--- src/rtl/csc_pkg.sv ---
package csc_pkg;
    localparam logic [7:0] ADDR_C2_TMO = 8'hB8;
    localparam logic [7:0] ADDR_C3_CTL = 8'hBA;
    localparam logic [7:0] ADDR_C3_TMO = 8'hBB;
    localparam logic [7:0] ADDR_C3_LP = 8'hBC;
    localparam logic [7:0] ADDR_STATUS = 8'hC0;
    localparam logic [7:0] ADDR_MASK = 8'hC1;
    localparam logic [7:0] ADDR_SEQ = 8'hC2;
    localparam int FRESP_HI = 15;
    localparam int FRESP_LO = 14;
    localparam int ENSLOT_HI = 13;
    localparam int ENSLOT_LO = 10;
    localparam int SDSLOT_HI = 9;
    localparam int SDSLOT_LO = 6;
    localparam int OVP_OFF_BIT = 11;
    localparam int FLOAT_BIT = 10;
    localparam int VSEL_HI = 6;
    localparam int SLEEP_HI = 14;
    localparam int SLEEP_LO = 12;
    localparam int TRIG_HI = 9;
    localparam int TRIG_LO = 8;
    localparam logic [15:0] C2_TMO_RST = 16'h0000;
    localparam logic [15:0] C3_CTL_RST = 16'h0000;
    localparam logic [15:0] C3_TMO_RST = 16'h0000;
    localparam logic [15:0] C3_LP_RST = 16'h0006;
    localparam logic [15:0] C2_TMO_MASK = 16'hFFC0;
    localparam logic [15:0] C3_CTL_MASK = 16'h0C7F;
    localparam logic [15:0] C3_TMO_MASK = 16'hFFC0;
    localparam logic [15:0] C3_LP_MASK = 16'h737F;
    localparam logic [6:0] VSEL_MAX = 7'h66;
    localparam logic [3:0] SLOT_NONE = 4'h0;
    localparam logic [3:0] SLOT_FIRST = 4'h1;
    localparam logic [3:0] SLOT_LAST = 4'hE;
    localparam logic [3:0] SLOT_EDGE = 4'hF;
    localparam logic [1:0] FR_IGNORE = 2'h0;
    localparam logic [1:0] FR_CONV = 2'h1;
    localparam int SLOT_TIME_NS = 1000;
    localparam int CLK_PERIOD_NS = 10;
    localparam int SLOT_CYCLES = SLOT_TIME_NS / CLK_PERIOD_NS;
    localparam logic [3:0] SL_IMAGE = 4'h1;
    localparam logic [2:0] SB_KEEP = 3'h0;
    localparam logic [2:0] SB_IMAGE = 3'h1;
    localparam logic [2:0] SB_STBY = 3'h2;
    localparam logic [2:0] SB_STBY_IMG = 3'h3;
    localparam logic [2:0] SB_LIN = 3'h4;
    localparam logic [2:0] SB_LIN_IMG = 3'h5;
    localparam logic [2:0] SB_OFF = 3'h7;
    typedef enum logic [2:0] {
        ST_OFF = 3'b000,
        ST_UP = 3'b001,
        ST_ACTIVE = 3'b010,
        ST_DOWN = 3'b011
    } csc_state_type;
endpackage

--- src/rtl/csc_top.sv ---
`timescale 1ns/1ps
module csc_top (
    input wire logic mclk, // 100 MHz clock
    input wire logic rst, // Async reset, active high
    input wire logic sm_reset, // Power state machine field reset pulse
    input wire logic power_up_req, // Pulse: begin start-up sequence
    input wire logic power_down_req, // Pulse: begin shutdown sequence
    input wire logic [7:0] addr, // Register address
    input wire logic [15:0] wdata, // Write data
    input wire logic wr, // Write strobe
    input wire logic rd, // Read strobe
    output logic [15:0] rdata, // Read data, cycle after rd
    input wire logic conv2_fault, // Converter 2 fault level
    input wire logic conv3_fault, // Converter 3 fault level
    input wire logic sw_sleep, // Software hibernate register bit
    input wire logic low_power_input_1, // Low-power input 1
    input wire logic low_power_input_2, // Low-power input 2
    input wire logic low_power_input_3, // Low-power input 3
    input wire logic gpio_sleep, // GPIO configured as hibernate input
    output logic conv2_en, // Converter 2 enable
    output logic conv3_en, // Converter 3 enable
    output logic conv3_discharge, // Discharge conv 3 output while off
    output logic conv3_ovp_en, // Over-voltage protection active
    output logic [6:0] conv3_vout_code, // Applied voltage code
    output logic conv3_standby, // Force standby mode
    output logic conv3_linear, // Force linear regulator mode
    output logic system_shutdown, // Pulse: request whole-system shutdown
    output logic irq, // Interrupt, level high
    output logic [2:0] seq_state // Sequencer state
);
    logic [15:0] c2_tmo_r, c2_tmo_nxt, c3_ctl_r, c3_ctl_nxt;
    logic [15:0] c3_tmo_r, c3_tmo_nxt, c3_lp_r, c3_lp_nxt;
    logic [1:0] stat_r, stat_nxt, mask_r, mask_nxt;
    logic [15:0] rdata_r, rdata_nxt;
    csc_pkg::csc_state_type st_r, st_nxt;
    logic [3:0] slot_r, slot_nxt;
    logic [15:0] tick_r, tick_nxt;
    logic c2_en_r, c2_en_nxt, c3_en_r, c3_en_nxt;
    logic c2_ok_r, c2_ok_nxt, c3_ok_r, c3_ok_nxt;
    logic [1:0] flt_d_r;
    logic [1:0] flt_rise;
    logic shut_r, shut_nxt;
    logic [1:0] fresp [2];
    logic [3:0] enslot [2];
    logic [3:0] sdslot [2];
    logic [1:0] on_now, off_now, kill;
    logic slot_tick, sleep_on;
    logic [6:0] vsel_c, vimg_c;
    logic [2:0] sb;

    assign fresp[0] = c2_tmo_r[csc_pkg::FRESP_HI:csc_pkg::FRESP_LO];
    assign fresp[1] = c3_tmo_r[csc_pkg::FRESP_HI:csc_pkg::FRESP_LO];
    assign enslot[0] = c2_tmo_r[csc_pkg::ENSLOT_HI:csc_pkg::ENSLOT_LO];
    assign enslot[1] = c3_tmo_r[csc_pkg::ENSLOT_HI:csc_pkg::ENSLOT_LO];
    assign sdslot[0] = c2_tmo_r[csc_pkg::SDSLOT_HI:csc_pkg::SDSLOT_LO];
    assign sdslot[1] = c3_tmo_r[csc_pkg::SDSLOT_HI:csc_pkg::SDSLOT_LO];
    assign flt_rise = {conv3_fault, conv2_fault} & ~flt_d_r;
    assign slot_tick = (tick_r == 16'(csc_pkg::SLOT_CYCLES - 1));

    // Per-converter slot match and fault response decode
    genvar g;
    generate
        for (g = 0; g < 2; g++) begin : g_conv
            always_comb begin
                on_now[g] = 1'b0;
                off_now[g] = 1'b0;
                if (st_r == csc_pkg::ST_UP && slot_tick) begin
                    on_now[g] = (enslot[g] == slot_r) && (enslot[g] != csc_pkg::SLOT_NONE);
                end
                if (st_r == csc_pkg::ST_UP && slot_tick && slot_r == csc_pkg::SLOT_LAST) begin
                    on_now[g] = on_now[g] || (enslot[g] == csc_pkg::SLOT_EDGE);
                end
                if (st_r == csc_pkg::ST_DOWN && slot_tick) begin
                    off_now[g] = (sdslot[g] == slot_r);
                end
                if (st_r == csc_pkg::ST_DOWN && slot_tick && slot_r == csc_pkg::SLOT_LAST) begin
                    off_now[g] = 1'b1;
                end
                kill[g] = flt_rise[g] && fresp[g] == csc_pkg::FR_CONV;
            end
        end
    endgenerate

    // Sequencer: numbered slots ascend from 1 to 14 in each direction
    always_comb begin
        st_nxt = st_r;
        slot_nxt = slot_r;
        tick_nxt = 16'h0000;
        shut_nxt = 1'b0;
        c2_ok_nxt = c2_ok_r;
        c3_ok_nxt = c3_ok_r;
        if (st_r == csc_pkg::ST_UP || st_r == csc_pkg::ST_DOWN) begin
            tick_nxt = slot_tick ? 16'h0000 : tick_r + 16'h0001;
        end
        unique case (st_r)
            csc_pkg::ST_OFF: begin
                if (power_up_req) begin
                    st_nxt = csc_pkg::ST_UP;
                    slot_nxt = csc_pkg::SLOT_FIRST;
                    c2_ok_nxt = 1'b1;
                    c3_ok_nxt = 1'b1;
                end
            end
            csc_pkg::ST_UP: begin
                if (slot_tick) begin
                    if (slot_r == csc_pkg::SLOT_LAST) begin
                        st_nxt = csc_pkg::ST_ACTIVE;
                    end else begin
                        slot_nxt = slot_r + 4'h1;
                    end
                end
            end
            csc_pkg::ST_ACTIVE: begin
                if (power_down_req) begin
                    st_nxt = csc_pkg::ST_DOWN;
                    slot_nxt = csc_pkg::SLOT_FIRST;
                end
            end
            csc_pkg::ST_DOWN: begin
                if (slot_tick) begin
                    if (slot_r == csc_pkg::SLOT_LAST) begin
                        st_nxt = csc_pkg::ST_OFF;
                    end else begin
                        slot_nxt = slot_r + 4'h1;
                    end
                end
            end
            default: begin
                st_nxt = csc_pkg::ST_OFF;
            end
        endcase
        if (kill[0]) c2_ok_nxt = 1'b0;
        if (kill[1]) c3_ok_nxt = 1'b0;
        // Fault with response code 2 or 3 drops the system at once, in any state
        for (int i = 0; i < 2; i++) begin
            if (flt_rise[i] && fresp[i][1]) begin
                shut_nxt = 1'b1;
                st_nxt = csc_pkg::ST_OFF;
                slot_nxt = csc_pkg::SLOT_NONE;
                tick_nxt = 16'h0000;
            end
        end
    end

    always_comb begin
        c2_en_nxt = c2_en_r;
        c3_en_nxt = c3_en_r;
        if (on_now[0]) c2_en_nxt = 1'b1;
        if (on_now[1]) c3_en_nxt = 1'b1;
        if (off_now[0] || kill[0] || shut_nxt) c2_en_nxt = 1'b0;
        if (off_now[1] || kill[1] || shut_nxt) c3_en_nxt = 1'b0;
    end

    // Registers; sm_reset restores the fixed defaults as the state machine does
    always_comb begin
        c2_tmo_nxt = c2_tmo_r;
        c3_ctl_nxt = c3_ctl_r;
        c3_tmo_nxt = c3_tmo_r;
        c3_lp_nxt = c3_lp_r;
        mask_nxt = mask_r;
        stat_nxt = stat_r;
        rdata_nxt = 16'h0000;
        if (wr) begin
            unique case (addr)
                csc_pkg::ADDR_C2_TMO: c2_tmo_nxt = wdata & csc_pkg::C2_TMO_MASK;
                csc_pkg::ADDR_C3_CTL: begin
                    c3_ctl_nxt = wdata & csc_pkg::C3_CTL_MASK;
                    if (wdata[csc_pkg::VSEL_HI:0] > csc_pkg::VSEL_MAX) begin
                        c3_ctl_nxt[csc_pkg::VSEL_HI:0] = csc_pkg::VSEL_MAX;
                    end
                end
                csc_pkg::ADDR_C3_TMO: c3_tmo_nxt = wdata & csc_pkg::C3_TMO_MASK;
                csc_pkg::ADDR_C3_LP: begin
                    c3_lp_nxt = wdata & csc_pkg::C3_LP_MASK;
                    if (wdata[csc_pkg::VSEL_HI:0] > csc_pkg::VSEL_MAX) begin
                        c3_lp_nxt[csc_pkg::VSEL_HI:0] = csc_pkg::VSEL_MAX;
                    end
                end
                csc_pkg::ADDR_STATUS: stat_nxt = stat_r & ~wdata[1:0];
                csc_pkg::ADDR_MASK: mask_nxt = wdata[1:0];
                default: ;
            endcase
        end
        stat_nxt = stat_nxt | flt_rise;
        if (sm_reset) begin
            c2_tmo_nxt = csc_pkg::C2_TMO_RST;
            c3_ctl_nxt = csc_pkg::C3_CTL_RST;
            c3_tmo_nxt = csc_pkg::C3_TMO_RST;
            c3_lp_nxt = csc_pkg::C3_LP_RST;
        end
        if (rd) begin
            unique case (addr)
                csc_pkg::ADDR_C2_TMO: rdata_nxt = c2_tmo_r;
                csc_pkg::ADDR_C3_CTL: rdata_nxt = c3_ctl_r;
                csc_pkg::ADDR_C3_TMO: rdata_nxt = c3_tmo_r;
                csc_pkg::ADDR_C3_LP: rdata_nxt = c3_lp_r;
                csc_pkg::ADDR_STATUS: rdata_nxt = {14'h0000, stat_r};
                csc_pkg::ADDR_MASK: rdata_nxt = {14'h0000, mask_r};
                csc_pkg::ADDR_SEQ: rdata_nxt = {5'h00, c3_en_r, c2_en_r, st_r, slot_r, 2'h0};
                default: rdata_nxt = 16'h0000;
            endcase
        end
    end

    always_ff @(posedge mclk or posedge rst) begin
        if (rst) begin
            c2_tmo_r <= csc_pkg::C2_TMO_RST;
            c3_ctl_r <= csc_pkg::C3_CTL_RST;
            c3_tmo_r <= csc_pkg::C3_TMO_RST;
            c3_lp_r <= csc_pkg::C3_LP_RST;
            stat_r <= 2'h0;
            mask_r <= 2'h0;
            rdata_r <= 16'h0000;
            st_r <= csc_pkg::ST_OFF;
            slot_r <= 4'h0;
            tick_r <= 16'h0000;
            c2_en_r <= 1'b0;
            c3_en_r <= 1'b0;
            c2_ok_r <= 1'b0;
            c3_ok_r <= 1'b0;
            flt_d_r <= 2'h0;
            shut_r <= 1'b0;
        end else begin
            c2_tmo_r <= c2_tmo_nxt;
            c3_ctl_r <= c3_ctl_nxt;
            c3_tmo_r <= c3_tmo_nxt;
            c3_lp_r <= c3_lp_nxt;
            stat_r <= stat_nxt;
            mask_r <= mask_nxt;
            rdata_r <= rdata_nxt;
            st_r <= st_nxt;
            slot_r <= slot_nxt;
            tick_r <= tick_nxt;
            c2_en_r <= c2_en_nxt;
            c3_en_r <= c3_en_nxt;
            c2_ok_r <= c2_ok_nxt;
            c3_ok_r <= c3_ok_nxt;
            flt_d_r <= {conv3_fault, conv2_fault};
            shut_r <= shut_nxt;
        end
    end

    // Hibernate source and behaviour
    always_comb begin
        unique case (c3_lp_r[csc_pkg::TRIG_HI:csc_pkg::TRIG_LO])
            2'h0: sleep_on = sw_sleep;
            2'h1: sleep_on = low_power_input_1;
            2'h2: sleep_on = low_power_input_2;
            2'h3: sleep_on = low_power_input_3;
        endcase
        sleep_on = sleep_on | gpio_sleep;
        sb = sleep_on ? c3_lp_r[csc_pkg::SLEEP_HI:csc_pkg::SLEEP_LO] : csc_pkg::SB_KEEP;
        vsel_c = c3_ctl_r[csc_pkg::VSEL_HI:0];
        vimg_c = c3_lp_r[csc_pkg::VSEL_HI:0];
        conv3_vout_code = vsel_c;
        conv3_standby = 1'b0;
        conv3_linear = 1'b0;
        conv3_en = c3_en_r && c3_ok_r;
        // Reserved code 110 is treated as no change
        unique case (sb)
            csc_pkg::SB_IMAGE: conv3_vout_code = vimg_c;
            csc_pkg::SB_STBY: conv3_standby = 1'b1;
            csc_pkg::SB_STBY_IMG: begin
                conv3_standby = 1'b1;
                conv3_vout_code = vimg_c;
            end
            csc_pkg::SB_LIN: conv3_linear = 1'b1;
            csc_pkg::SB_LIN_IMG: begin
                conv3_linear = 1'b1;
                conv3_vout_code = vimg_c;
            end
            csc_pkg::SB_OFF: conv3_en = 1'b0;
            default: ;
        endcase
    end

    assign conv2_en = c2_en_r && c2_ok_r;
    assign conv3_discharge = ~conv3_en && ~c3_ctl_r[csc_pkg::FLOAT_BIT];
    assign conv3_ovp_en = ~c3_ctl_r[csc_pkg::OVP_OFF_BIT];
    assign system_shutdown = shut_r;
    assign irq = |(stat_r & mask_r);
    assign rdata = rdata_r;
    assign seq_state = st_r;
endmodule // csc_top

--- config.mk ---
export PLATFORM = sky130hd
export DESIGN_NAME = csc_top
export DESIGN_NICKNAME = d
export VERILOG_FILES = /design/src/rtl/csc_pkg.sv /design/src/rtl/csc_top.sv
export SDC_FILE = /design/constraint.sdc
export NUM_CORES = 1
export LEC_CHECK = 0
export BUFFER_PORTS_ARGS = -buffer_cell sky130_fd_sc_hd__buf_4
export CAP_MARGIN = 20
export CORE_MARGIN = 5
export CORE_UTILIZATION = 55
export CTS_CLUSTER_SIZE = 24
export DETAILED_ROUTE_END_ITERATION = 8
export HOLD_SLACK_MARGIN = 0.15
export PLACE_DENSITY = 0.84
export SLEW_MARGIN = 20
export SYNTH_ARGS = -nofsm -noshare
export SYNTH_HDL_FRONTEND = slang
export SYNTH_SLANG_ARGS = --single-unit
--- constraint.sdc ---
create_clock -name mclk -period 9.06 [get_ports mclk]
set_input_delay 2.265 -clock mclk [delete_from_list [all_inputs] [get_ports mclk]]
set_output_delay 2.265 -clock mclk [all_outputs]
set_load 0.03 [all_outputs]
==> results of run 1 <==
## state kept, by name, indices dropped and copies added, names as in the netlist
name / flops
c3_en_r: 1
slot_r: 4
seq_state: 2
stat_r: 2
c2_ok_r: 1
system_shutdown: 1
c3_lp_r: 12
tick_r: 16
flt_d_r: 2
mask_r: 2
c2_en_r: 1
c2_tmo_r: 10
c3_ok_r: 1
c3_ctl_r: 9
rdata: 16
c3_tmo_r: 10
## cells in the mapped netlist (all sizes together), types with 5 or more instances
cell / n
o21ai: 9
mux2i: 12
xor2: 15
nor2: 55
clkbuf: 20
a21oi: 40
mux2: 11
inv: 11
a22o: 10
nand4: 10
nand3: 11
a31oi: 5
a22oi: 14
buf: 7
nand2: 76
ha: 7
and3: 10
and2: 8
xnor2: 13
dfrtp: 88
nor3: 11
## critical path, cell delays in order
cell     delay, ns
buf_4         0.10
mux4_2        0.45
nor2_1        0.19
nor2b_1       0.09
nand2_1       0.29
mux2_2        0.39
buf_4         0.17
## cells by family (layout without fill, tap and decap cells)
logic type,after synthesis,after routing
buf+inv,38,99
simple gates,205,205
compound gates,102,102
mux,24,24
flops,90,90
fa+ha+maj,7,7
other cells,1,1
xor+xnor,28,28
## routing by layer
metal  vias up  wire length, um  part of all wire, %
met1      1934             5200                   43
met3        29              696                  5.8
li1       1852                -                    -
met2       154             5820                   48
met5         -                0                    0
met4         0              334                  2.8
## layout make-up
class | count | area (um^2)
fill | 686 | 2810
clock inverter | 5 | 62.6
tap | 105 | 131
multi-input combinational | 367 | 2260
clock buffer | 11 | 151
sequential | 90 | 2250
inverter | 11 | 42.5
timing repair buffer | 72 | 544
## final timing paths
| kind | start | end | slack (ns) | cells past startpoint |
|---|---|---|---|---|
| max | low_power_input_3 | conv3_vout_code[3] | 2.83 | 7 |
| min | tick_r[0] | tick_r[0] | 0.49 | 1 |
| max reg2reg | tick_r[0] | tick_r[8] | 6.71 | 5 |
| min reg2reg | tick_r[0] | tick_r[0] | 0.49 | 1 |
| max in group asynchronous | rst | c2_tmo_r[7] | 6.40 | 3 |
| min in group asynchronous | rst | tick_r[7] | 2.11 | 3 |
## per-stage QoR
stage / hold slack, ns / total power [mW]
6_report: 0.493 / 0.896
5_1_grt: 0.514 / 0.935
4_1_cts: 0.497 / 0.894
3_3_place_gp: 0.469 / 0.602
2_1_floorplan: 0.452 / 0.564
3_5_place_dp: 0.485 / 0.610
## power groups by stage
stage	Sequential, mW	Combinational [mW]	Clock [mW]
2_1_floorplan	0.440	0.124	0
3_3_place_gp	0.440	0.161	0
3_5_place_dp	0.440	0.170	0
4_1_cts	0.433	0.170	0.290
5_1_grt	0.436	0.190	0.309
6_report	0.433	0.172	0.290
==> results by group, run 1 <==
Layout
  – Post-Route Utilization: 65.9%
  – Area Growth Syn to Fin: 15.7%
  – Fin area: around 0.0054 mm^2
  – Fin nets: 596
  – Most common cell after layout, fill and taps aside: dfrtp_1
  – Most frequent cells in the layout: dfrtp_1 (88), nand2_1 (76), buf_4 (71)
  – Layout cells sized above 1: ~20%
  – N_diodes: 0
  – Post-Layout Cell Count: 661

Logic synthesis
  – Mean Syn Cell Area: 9.51 um^2
  – Area contributors post-synth: dfrtp_1 (47%), nand2_1 (6.1%), nor2_1 (4.3%)
  – Largest area contributor in the synthesized netlist: dfrtp_1
  – Syn nets: 540
  – Async SR Flop Fraction: 100%
  – Mux share of post-synthesis cell area: under 10%
  – EDFF count, synth: 0
  – Main combinational cell family by area after synthesis: simple AND/OR/NAND/NOR gates
  – Ys flop type: dfrtp_1
  – Post-Syn Instances: 495
  – Simple-gate area share of the yosys netlist: 20.9%
  – Synth Area in Compound Gates: ~14%
  – Synth unique cells: 58
  – Sequential area share after synthesis: 47.9%
  – Post-synthesis adder-cell area fraction: 1.86%
  – Netlist Area Pre-Place: 0.00471 mm^2
  – Xor and xnor area share after synthesis: 5.21%
  – Synth warnings: 0
  – Yosys reg bits: 90
  – Yosys top cell area share: around 47%

Timing
  – Final hold vios: 0
  – Highest clock rate: 161 MHz
  – RSZ-0062 raised after global routing: no
  – Final worst-path cycle share: 68.7%
  – Max-slew headroom: 32.5%
  – Skew final: 0.00655 ns
  – Tightest Pin Transition: about 1.0 ns
  – Final setup vio count: 0
  – Final Critical Period: 6.23 ns
  – Final WS setup: 2.83 ns
  – Total negative setup slack: 0 ns
  – Final Max Slew Viols: 0

Pwr
  – Sequential share of power: between 40 and 50%
  – Peak VDD IR: 0.108 mV
  – Switching part of the total: 30.9%
  – LEAKAGE: 2.36 nW
  – Net Switching: 277 uW
  – Int Pwr: 619 uW
  – Clock share of power: 32.4%
  – Comb pwr share: roughly a fifth
  – Cell Pwr Density: 165 mW/mm^2

Global route
  – Grt peak-use layer: met2
  – Pin count of the biggest net entering global routing: 91
  – Vias in the first global route: 4072
  – Aggregate global-route resource usage: 24.0%
  – GRT met3 Usage: 4.06%
  – Initial antenna violation count: 0
  – Grt met1 use: 33.0%
  – First-pass GRT wire length: 19.8 mm
  – Grt met2 use: between 30% and 40%
  – Total gr overflow: 0

Worst setup path
  – CP max FO: 7
  – Worst Path Required: slightly below 7 ns
  – CP Launch Type: primary input
  – CP arrival: 3.96 ns
  – Kind of critical path: primary input to primary output
  – Crit end category: primary output

Floorplan
  – Num ports: a little over 70
  – Die X: roughly 100 um
  – Core Area: 0.00826 mm^2
  – Row count: 33
  – Starting Density: 57.0%
  – Die H: 103 um
  – Die ar.: 0.0105 mm^2

CTS
  – H-tree depth: 3
  – PostCTS Resize Cnt: 0
  – CTS tree: yes
  – CTS buffer count: 9
  – Clk buf depth: 2
  – Worst skew pair latency: 0.35 ns
  – CTS root buf: clkbuf_8
  – Clk sinks: 90
  – Post CTS Setup Buffer Count: 0
  – # hold bufs at CTS: 0
  – Worst-path clk slew: 0.09 ns

Routing
  – # DRC: 0
  – Routed vias/inst: 6.00
  – Vias: slightly below 4000
  – Detailed Route Iter0 Violations: 225
  – Drt wl/cell: 18.2 um
  – Routed WL: 12.0 mm
  – Post-route ant nets: 0
  – Drt first pass iters: 4

Run status
  – Outcome: complete, no violations

Placement
  – Pre-CTS setup slack: 2.84 ns
  – Post-DP Area: around 0.0052 mm^2
  – Dpl cells: 645
  – HPWL after DPL: 8.70 mm
  – Final RePlAce weighted congestion: 0.918
  – Port Buffers: 70

Min path
  – Worst Hold Class: flip-flop to flip-flop

Job
  – Max-cap violation count: 0
No activity file was read; power rests on OpenSTA's default activity.
==> inputs of run 2 (changes only) <==
--- a/config.mk
+++ b/config.mk
@@ -5,14 +5,15 @@
 export SDC_FILE = /design/constraint.sdc
 export NUM_CORES = 1
 export LEC_CHECK = 0
+export ABC_AREA = 1
 export BUFFER_PORTS_ARGS = -buffer_cell sky130_fd_sc_hd__buf_4
 export CAP_MARGIN = 20
 export CORE_MARGIN = 5
-export CORE_UTILIZATION = 55
+export CORE_UTILIZATION = 52
 export CTS_CLUSTER_SIZE = 24
 export DETAILED_ROUTE_END_ITERATION = 8
 export HOLD_SLACK_MARGIN = 0.15
-export PLACE_DENSITY = 0.84
+export PLACE_DENSITY = 0.83
 export SLEW_MARGIN = 20
 export SYNTH_ARGS = -nofsm -noshare
 export SYNTH_HDL_FRONTEND = slang
==> constraint.sdc (replaced) <==
create_clock -name mclk -period 5.3 [get_ports mclk]
set_input_delay 1.325 -clock mclk [delete_from_list [all_inputs] [get_ports mclk]]
set_output_delay 1.325 -clock mclk [all_outputs]
set_load 0.03 [all_outputs]
==> results by group, run 2 <==
Worst setup path
  – Crit end category: primary output
  – Crit path from: low_power_input_3
  – Slowest-stage cell, CP: a21oi_1
  – Kind of critical path: primary input to primary output
  – Worst reg2reg path startpoint: seq_state[1]
  – CP max FO: 8 (+1)
  – CP most frequent cell: nand2_1
  – CP Launch Type: primary input
  – Worst path top cell family by delay: simple AND/OR/NAND/NOR gates
  – CP bufs+invs: 2 (unchanged)
  – CP arrival: 2.76 ns (-1.20 ns)
  – Crit path cell chain: buf_4 > nand2_1 > nand3_1 > nand2_1 > a21oi_1 > nand2_1 > nand2_1 > nand2_1 > buf_4
  – Worst Path Required: 3.97 ns (-2.83 ns)
  – Max stage delay on crit path: 0.47 ns (+0.02 ns)

Timing
  – Total negative setup slack: 0 ns (unchanged)
  – RSZ-0062 raised after global routing: no
  – Final Max Slew Viols: 0 (unchanged)
  – Tightest Pin Transition: 0.939 ns (-0.0669 ns)
  – Final Critical Period: 4.09 ns
  – Max-slew headroom: 37.2% (+4.7 points)
  – Highest clock rate: 245 MHz
  – Skew final: 0.0111 ns (+0.00454 ns)
  – Final hold vios: 0 (unchanged)
  – Worst hold slack: 0.472 ns (-0.0217 ns)
  – Final worst-path cycle share: 77.1%
  – Final setup vio count: 0 (unchanged)

Min path
  – Hold_sp: tick_r[0]
  – Worst Hold Class: flip-flop to flip-flop

Logic synthesis
  – Area contributors post-synth: dfrtp_1 (45%), nand2_1 (15%), nor2_1 (7.0%)
  – Most frequent cell after synthesis: nand2_1
  – Yosys reg bits: 90 (unchanged)
  – Mean Syn Cell Area: 7.17 um^2 (-25%)
  – Async SR Flop Fraction: 100% (unchanged)
  – Largest area contributor in the synthesized netlist: dfrtp_1
  – Top cells by count, synth: nand2_1 (193), nor2_1 (91), dfrtp_1 (88), inv_1 (88), nand3_1 (59)
  – Yosys top cell area share: 45.2% (-1.6 points)
  – Netlist Area Pre-Place: 0.00487 mm^2 (+3.6%)
  – Post-Syn Instances: 680 (+37%)
  – EDFF count, synth: 0 (unchanged)
  – Syn nets: 725 (+34%)
  – Sequential area share after synthesis: 46.3% (-1.6 points)
  – Ys flop type: dfrtp_1
  – Synth unique cells: 31 (-47%)
  – Synth warnings: 0 (unchanged)

Layout
  – Area Growth Syn to Fin: 17.0%
  – Most frequent cells in the layout: nand2_1 (193), nor2_1 (91), dfrtp_1 (88)
  – Fin nets: 793 (+33%)
  – N_diodes: 0 (unchanged)
  – Fill cell count: 830 (+21%)
  – Most common cell after layout, fill and taps aside: nand2_1
  – Layout cells sized above 1: 13.8% (-6.3 points)

Routing
  – Routed WL: 13.0 mm (+8.2%)
  – Vias: 4761 (+20%)
  – Detailed Route Iter0 Violations: 424 (+88%)
  – Drt wl/cell: 15.1 um (-17%)
  – Post-route ant nets: 0 (unchanged)
  – # DRC: 0 (unchanged)
  – Routed vias/inst: 5.51 (-8.2%)
  – Drt first pass iters: 5 (+1)

CTS
  – CTS tree: yes
  – Clk sinks: 90 (unchanged)
  – CTS root buf: clkbuf_8
  – H-tree depth: 3 (unchanged)
  – Post CTS Setup Buffer Count: 0 (unchanged)
  – Worst-path clk slew: 0.09 ns (about the same)
  – # hold bufs at CTS: 0 (unchanged)
  – Worst skew pair latency: 0.37 ns (+0.02 ns)
  – CTS buffer count: 9 (unchanged)
  – PostCTS Resize Cnt: 0 (unchanged)
  – Clk buf depth: 2 (unchanged)

Job
  – Max-cap violation count: 0 (unchanged)

Global route
  – Total gr overflow: 0 (unchanged)
  – Pin count of the biggest net entering global routing: 63 (-31%)
  – Initial antenna violation count: 0 (unchanged)
  – Vias in the first global route: 4453 (+9.4%)
  – Aggregate global-route resource usage: 23.7% (-0.33 points)
  – First-pass GRT wire length: 21.4 mm (+8.1%)

Floorplan
  – Die ar.: 0.0114 mm^2 (+8.6%)
  – Starting Density: 53.0% (-4.0 points)
  – Die H: 107 um (+4.2%)
  – Core Area: 0.00920 mm^2 (+11%)
  – Num ports: 72 (unchanged)
  – Row count: 35 (+6.1%)
  – Die X: 107 um (+4.2%)

Run status
  – Outcome: complete, no violations

Pwr
  – Cell Pwr Density: 312 mW/mm^2 (+90%)
  – LEAKAGE: 2.97 nW (+26%)
  – Peak VDD IR: 0.165 mV (+52%)

Placement
  – Final RePlAce weighted congestion: 1.03 (+12%)
  – HPWL after DPL: 10.1 mm (+16%)
  – Port Buffers: 70 (unchanged)
==> run 2: area by class of cell <==
class	count	area, um^2	share of cell area, %
flip-flops and latches	90	2250	39.6
clock buffers	9	124	2.17
inverters	91	344	6.04
multi-input cells	483	2210	38.7
well taps	111	139	2.44
clock inverters	7	85.1	1.49
repair buffers	73	548	9.61
==> run 2: power breakdown <==
group          leakage [nW]  switching, mW  internal, mW  total [mW]
sequential             1.19         0.0754         0.740       0.815
clock                 0.100          0.277         0.228       0.505
combinational          1.69          0.303         0.158       0.461
total                  2.97          0.655          1.13        1.78
==> run 2: cells by family after synthesis <==
logic type      share of synthesized area (%)
compound gates                           9.35
xor+xnor                                 1.80
fa+ha+maj                                1.80
buf+inv                                  8.47
flops                                    46.3
other cells                            0.0769
simple gates                             32.2
==> run 2: metrics by stage <==
step	setup WS [ns]	power [mW]	utilization, %	cells	area (um^2)
detailed placement	1.26	1.28	59.7	848	5490
floorplan	1.64	1.14	-	680	4870
global route	1.06	1.89	62.0	864	5700
global placement	1.42	1.26	59.7	848	5490
finish	1.21	1.78	62.0	864	5700
CTS	1.25	1.78	62.0	864	5700
==> run 2: final timing paths <==
kind | to | slack (ns) | cells past startpoint
min in group asynchronous | rdata[14] | 1.08 | 2
worst max-delay path | conv3_vout_code[3] | 1.21 | 9
worst min-delay path | tick_r[0] | 0.47 | 1
worst min register to register | tick_r[0] | 0.47 | 1
worst max register to register | tick_r[7] | 3.19 | 8
max in group asynchronous | flt_d_r[1] | 3.34 | 3
==> run 2: metal layers <==
metal	wire length, um	vias up	track usage, %
met3	984	25	4.09
met4	239	0	6.30
li1	-	2289	-
met2	6300	204	38.9
met1	5500	2243	32.6
met5	0	-	0
==> inputs of run 3 (changes only) <==
--- a/config.mk
+++ b/config.mk
@@ -9,7 +9,7 @@
 export BUFFER_PORTS_ARGS = -buffer_cell sky130_fd_sc_hd__buf_4
 export CAP_MARGIN = 20
 export CORE_MARGIN = 5
-export CORE_UTILIZATION = 52
+export CORE_UTILIZATION = 55
 export CTS_CLUSTER_SIZE = 24
 export DETAILED_ROUTE_END_ITERATION = 8
 export HOLD_SLACK_MARGIN = 0.15
==> constraint.sdc (replaced) <==
create_clock -name mclk -period 3.8 [get_ports mclk]
set_input_delay 0.95 -clock mclk [delete_from_list [all_inputs] [get_ports mclk]]
set_output_delay 0.95 -clock mclk [all_outputs]
set_load 0.03 [all_outputs]
==> results by group, run 3 (synthesis results as in run 2) <==
Worst setup path
  – Crit end category: primary output
  – CP bufs+invs: 2 (unchanged)
  – CP most frequent cell: nand2_1
  – Worst Path Required: 2.85 ns (-1.12 ns)
  – R2r worst-path depth: 8 (unchanged)
  – R2R setup slack: 1.79 ns (-1.40 ns)
  – Crit path cell chain: buf_4 > nand2_1 > nand3_1 > nand2_1 > a21oi_1 > nand2_1 > nand2_1 > nand2_1 > buf_4
  – Worst reg2reg path startpoint: seq_state[1]
  – CP Launch Type: primary input
  – Max stage delay on crit path: 0.54 ns (+0.07 ns)
  – FF-to-FF End: tick_r[7]
  – CP max FO: 8 (unchanged)
  – Kind of critical path: primary input to primary output
  – Worst path top cell family by delay: simple AND/OR/NAND/NOR gates
  – CP arrival: 2.46 ns (-0.30 ns)
  – Slowest-stage cell, CP: a21oi_1

Global route
  – Pin count of the biggest net entering global routing: 49 (-22%)
  – First-pass GRT wire length: 21.8 mm (+1.6%)
  – Total gr overflow: 0 (unchanged)
  – Initial antenna violation count: 0 (unchanged)
  – Vias in the first global route: 4611 (+3.5%)
  – Aggregate global-route resource usage: 24.0% (+0.31 points)

Floorplan
  – Row count: 34 (-2.9%)
  – Die H: 104 um (-2.5%)
  – Die ar.: 0.0108 mm^2 (-5.0%)
  – Core Area: 0.00868 mm^2 (-5.6%)
  – Die X: 104 um (-2.5%)
  – Num ports: 72 (unchanged)
  – Starting Density: 56.2% (+3.2 points)

Placement
  – Port Buffers: 70 (unchanged)
  – Final RePlAce weighted congestion: 0.951 (-7.8%)
  – HPWL after DPL: 9.80 mm (-3.2%)
  – Pre-CTS setup slack: 0.432 ns (-0.824 ns)
  – Dpl cells: 845 (-0.35%)

Pwr
  – Cell Pwr Density: 422 mW/mm^2 (+35%)
  – Net Switching: 871 uW (+33%)
  – LEAKAGE: 2.98 nW (+0.13%)
  – Total power draw: 2.40 mW (+35%)
  – Comb pwr share: 26.6% (+0.7 points)
  – Sequential share of power: 47.2% (+1.4 points)
  – Clock share of power: 26.3% (-2.1 points)
  – Peak VDD IR: 0.266 mV (+62%)
  – Int Pwr: 1.53 mW (+36%)
  – Switching part of the total: 36.3% (-0.54 points)

Routing
  – Routed WL: 12.9 mm (-1.2%)
  – Drt first pass iters: 5 (unchanged)
  – Vias: 4706 (-1.2%)
  – Routed vias/inst: 5.47 (-0.81%)
  – Post-route ant nets: 0 (unchanged)
  – # DRC: 0 (unchanged)
  – Detailed Route Iter0 Violations: 350 (-17%)
  – Drt wl/cell: 15.0 um (-0.84%)

Timing
  – Highest clock rate: 293 MHz
  – Final Max Slew Viols: 0 (unchanged)
  – Total negative setup slack: 0 ns (unchanged)
  – Final setup vio count: 0 (unchanged)
  – Final Critical Period: 3.41 ns
  – Max-slew headroom: 38.5% (+1.4 points)
  – Final worst-path cycle share: 89.8%
  – Tightest Pin Transition: 0.918 ns (-0.0204 ns)
  – Final hold vios: 0 (unchanged)
  – Skew final: 0.00854 ns (-0.00255 ns)
  – RSZ-0062 raised after global routing: no
  – Final WS setup: 0.389 ns (-0.823 ns)

CTS
  – CTS root buf: clkbuf_8
  – PostCTS Resize Cnt: 0 (unchanged)
  – # hold bufs at CTS: 0 (unchanged)
  – H-tree depth: 3 (unchanged)
  – Worst skew pair latency: 0.35 ns (-0.02 ns)
  – Post CTS Setup Buffer Count: 0 (unchanged)
  – Clk buf depth: 2 (unchanged)
  – CTS tree: yes
  – Clk sinks: 90 (unchanged)
  – Worst-path clk slew: 0.09 ns (about the same)
  – CTS buffer count: 9 (unchanged)

Layout
  – Most frequent cells in the layout: nand2_1 (193), nor2_1 (91), dfrtp_1 (88)
  – Fin nets: 793 (unchanged)
  – Most common cell after layout, fill and taps aside: nand2_1
  – Post-Layout Cell Count: 861 (-0.35%)
  – Post-Route Utilization: 65.5% (+3.5 points)
  – Area Growth Syn to Fin: 16.7%
  – Layout cells sized above 1: 13.8% (unchanged)
  – Fill cell count: 765 (-7.8%)
  – N_diodes: 0 (unchanged)

Min path
  – Hold path depth: 1 (unchanged)
  – WHS Endpoint: tick_r[0]
  – Worst Hold Class: flip-flop to flip-flop
  – Hold_sp: tick_r[0]

Run status
  – Outcome: complete, no violations

Job
  – Max-cap violation count: 0 (unchanged)
[run 3: cell types whose count changed in the layout (fill, tap and decap cells not counted), sizes merged]
cell / before / now
inv: 95 / 92
clkinvlp: 2 / 0
clkinv: 0 / 4
bufinv: 1 / 0
clkbuf: 9 / 11
[run 3: cell type report]
type                       count  area, um^2  share of cell area [%]
clock buffer                  11         151                    2.66
sequential                    90        2250                    39.6
clock inverter                 5        36.3                   0.638
multi-input combinational    483        2210                    38.8
tap                          108         135                    2.38
inverter                      91         343                    6.03
timing repair buffer          73         561                    9.86
[run 3: power by group through the flow]
stage | registers (mW) | clock network (mW) | logic, mW
final | 1.13 | 0.631 | 0.638
after global routing | 1.14 | 0.685 | 0.721
after CTS | 1.13 | 0.635 | 0.637
after detailed placement | 1.15 | 0 | 0.633
after global placement | 1.14 | 0 | 0.607
after floorplan | 1.12 | 0 | 0.468
[run 3: metal layers]
| layer | vias up | wire (um) | GRT usage (%) |
|---|---|---|---|
| met5 | - | 0 | 0 |
| met4 | 0 | 253 | 8.42 |
| met3 | 23 | 986 | 4.28 |
| met2 | 220 | 6070 | 38.4 |
| met1 | 2182 | 5560 | 32.9 |
| li1 | 2281 | - | - |
[run 3: worst reg2reg max path, stage by stage, from the launching register on]
cell,delay [ns]
dfrtp_1,0.44
inv_1,0.11
ha_1,0.20
nor2_1,0.25
nor2_1,0.11
nand2_1,0.32
inv_1,0.26
o21ai_0,0.14
a21oi_1,0.06
[run 3: worst max-delay path by stage]
stage,slack [ns],startpoint,end,cells after the start
after floorplan,0.52,rst,c2_en_r,1
after detailed placement,0.43,low_power_input_1,conv3_vout_code[2],9
final,0.39,low_power_input_3,conv3_vout_code[2],9
after global routing,0.27,low_power_input_1,conv3_vout_code[2],9
after CTS,0.42,low_power_input_1,conv3_vout_code[2],9
after global placement,0.55,low_power_input_1,conv3_vout_code[4],9
[run 3: per-stage QoR]
step | cell area [um^2] | hold WS (ns)
3_5_place_dp | 5500 | 0.453
2_1_floorplan | 4870 | 0.433
5_1_grt | 5690 | 0.501
6_report | 5690 | 0.459
4_1_cts | 5690 | 0.465
3_3_place_gp | 5500 | 0.449
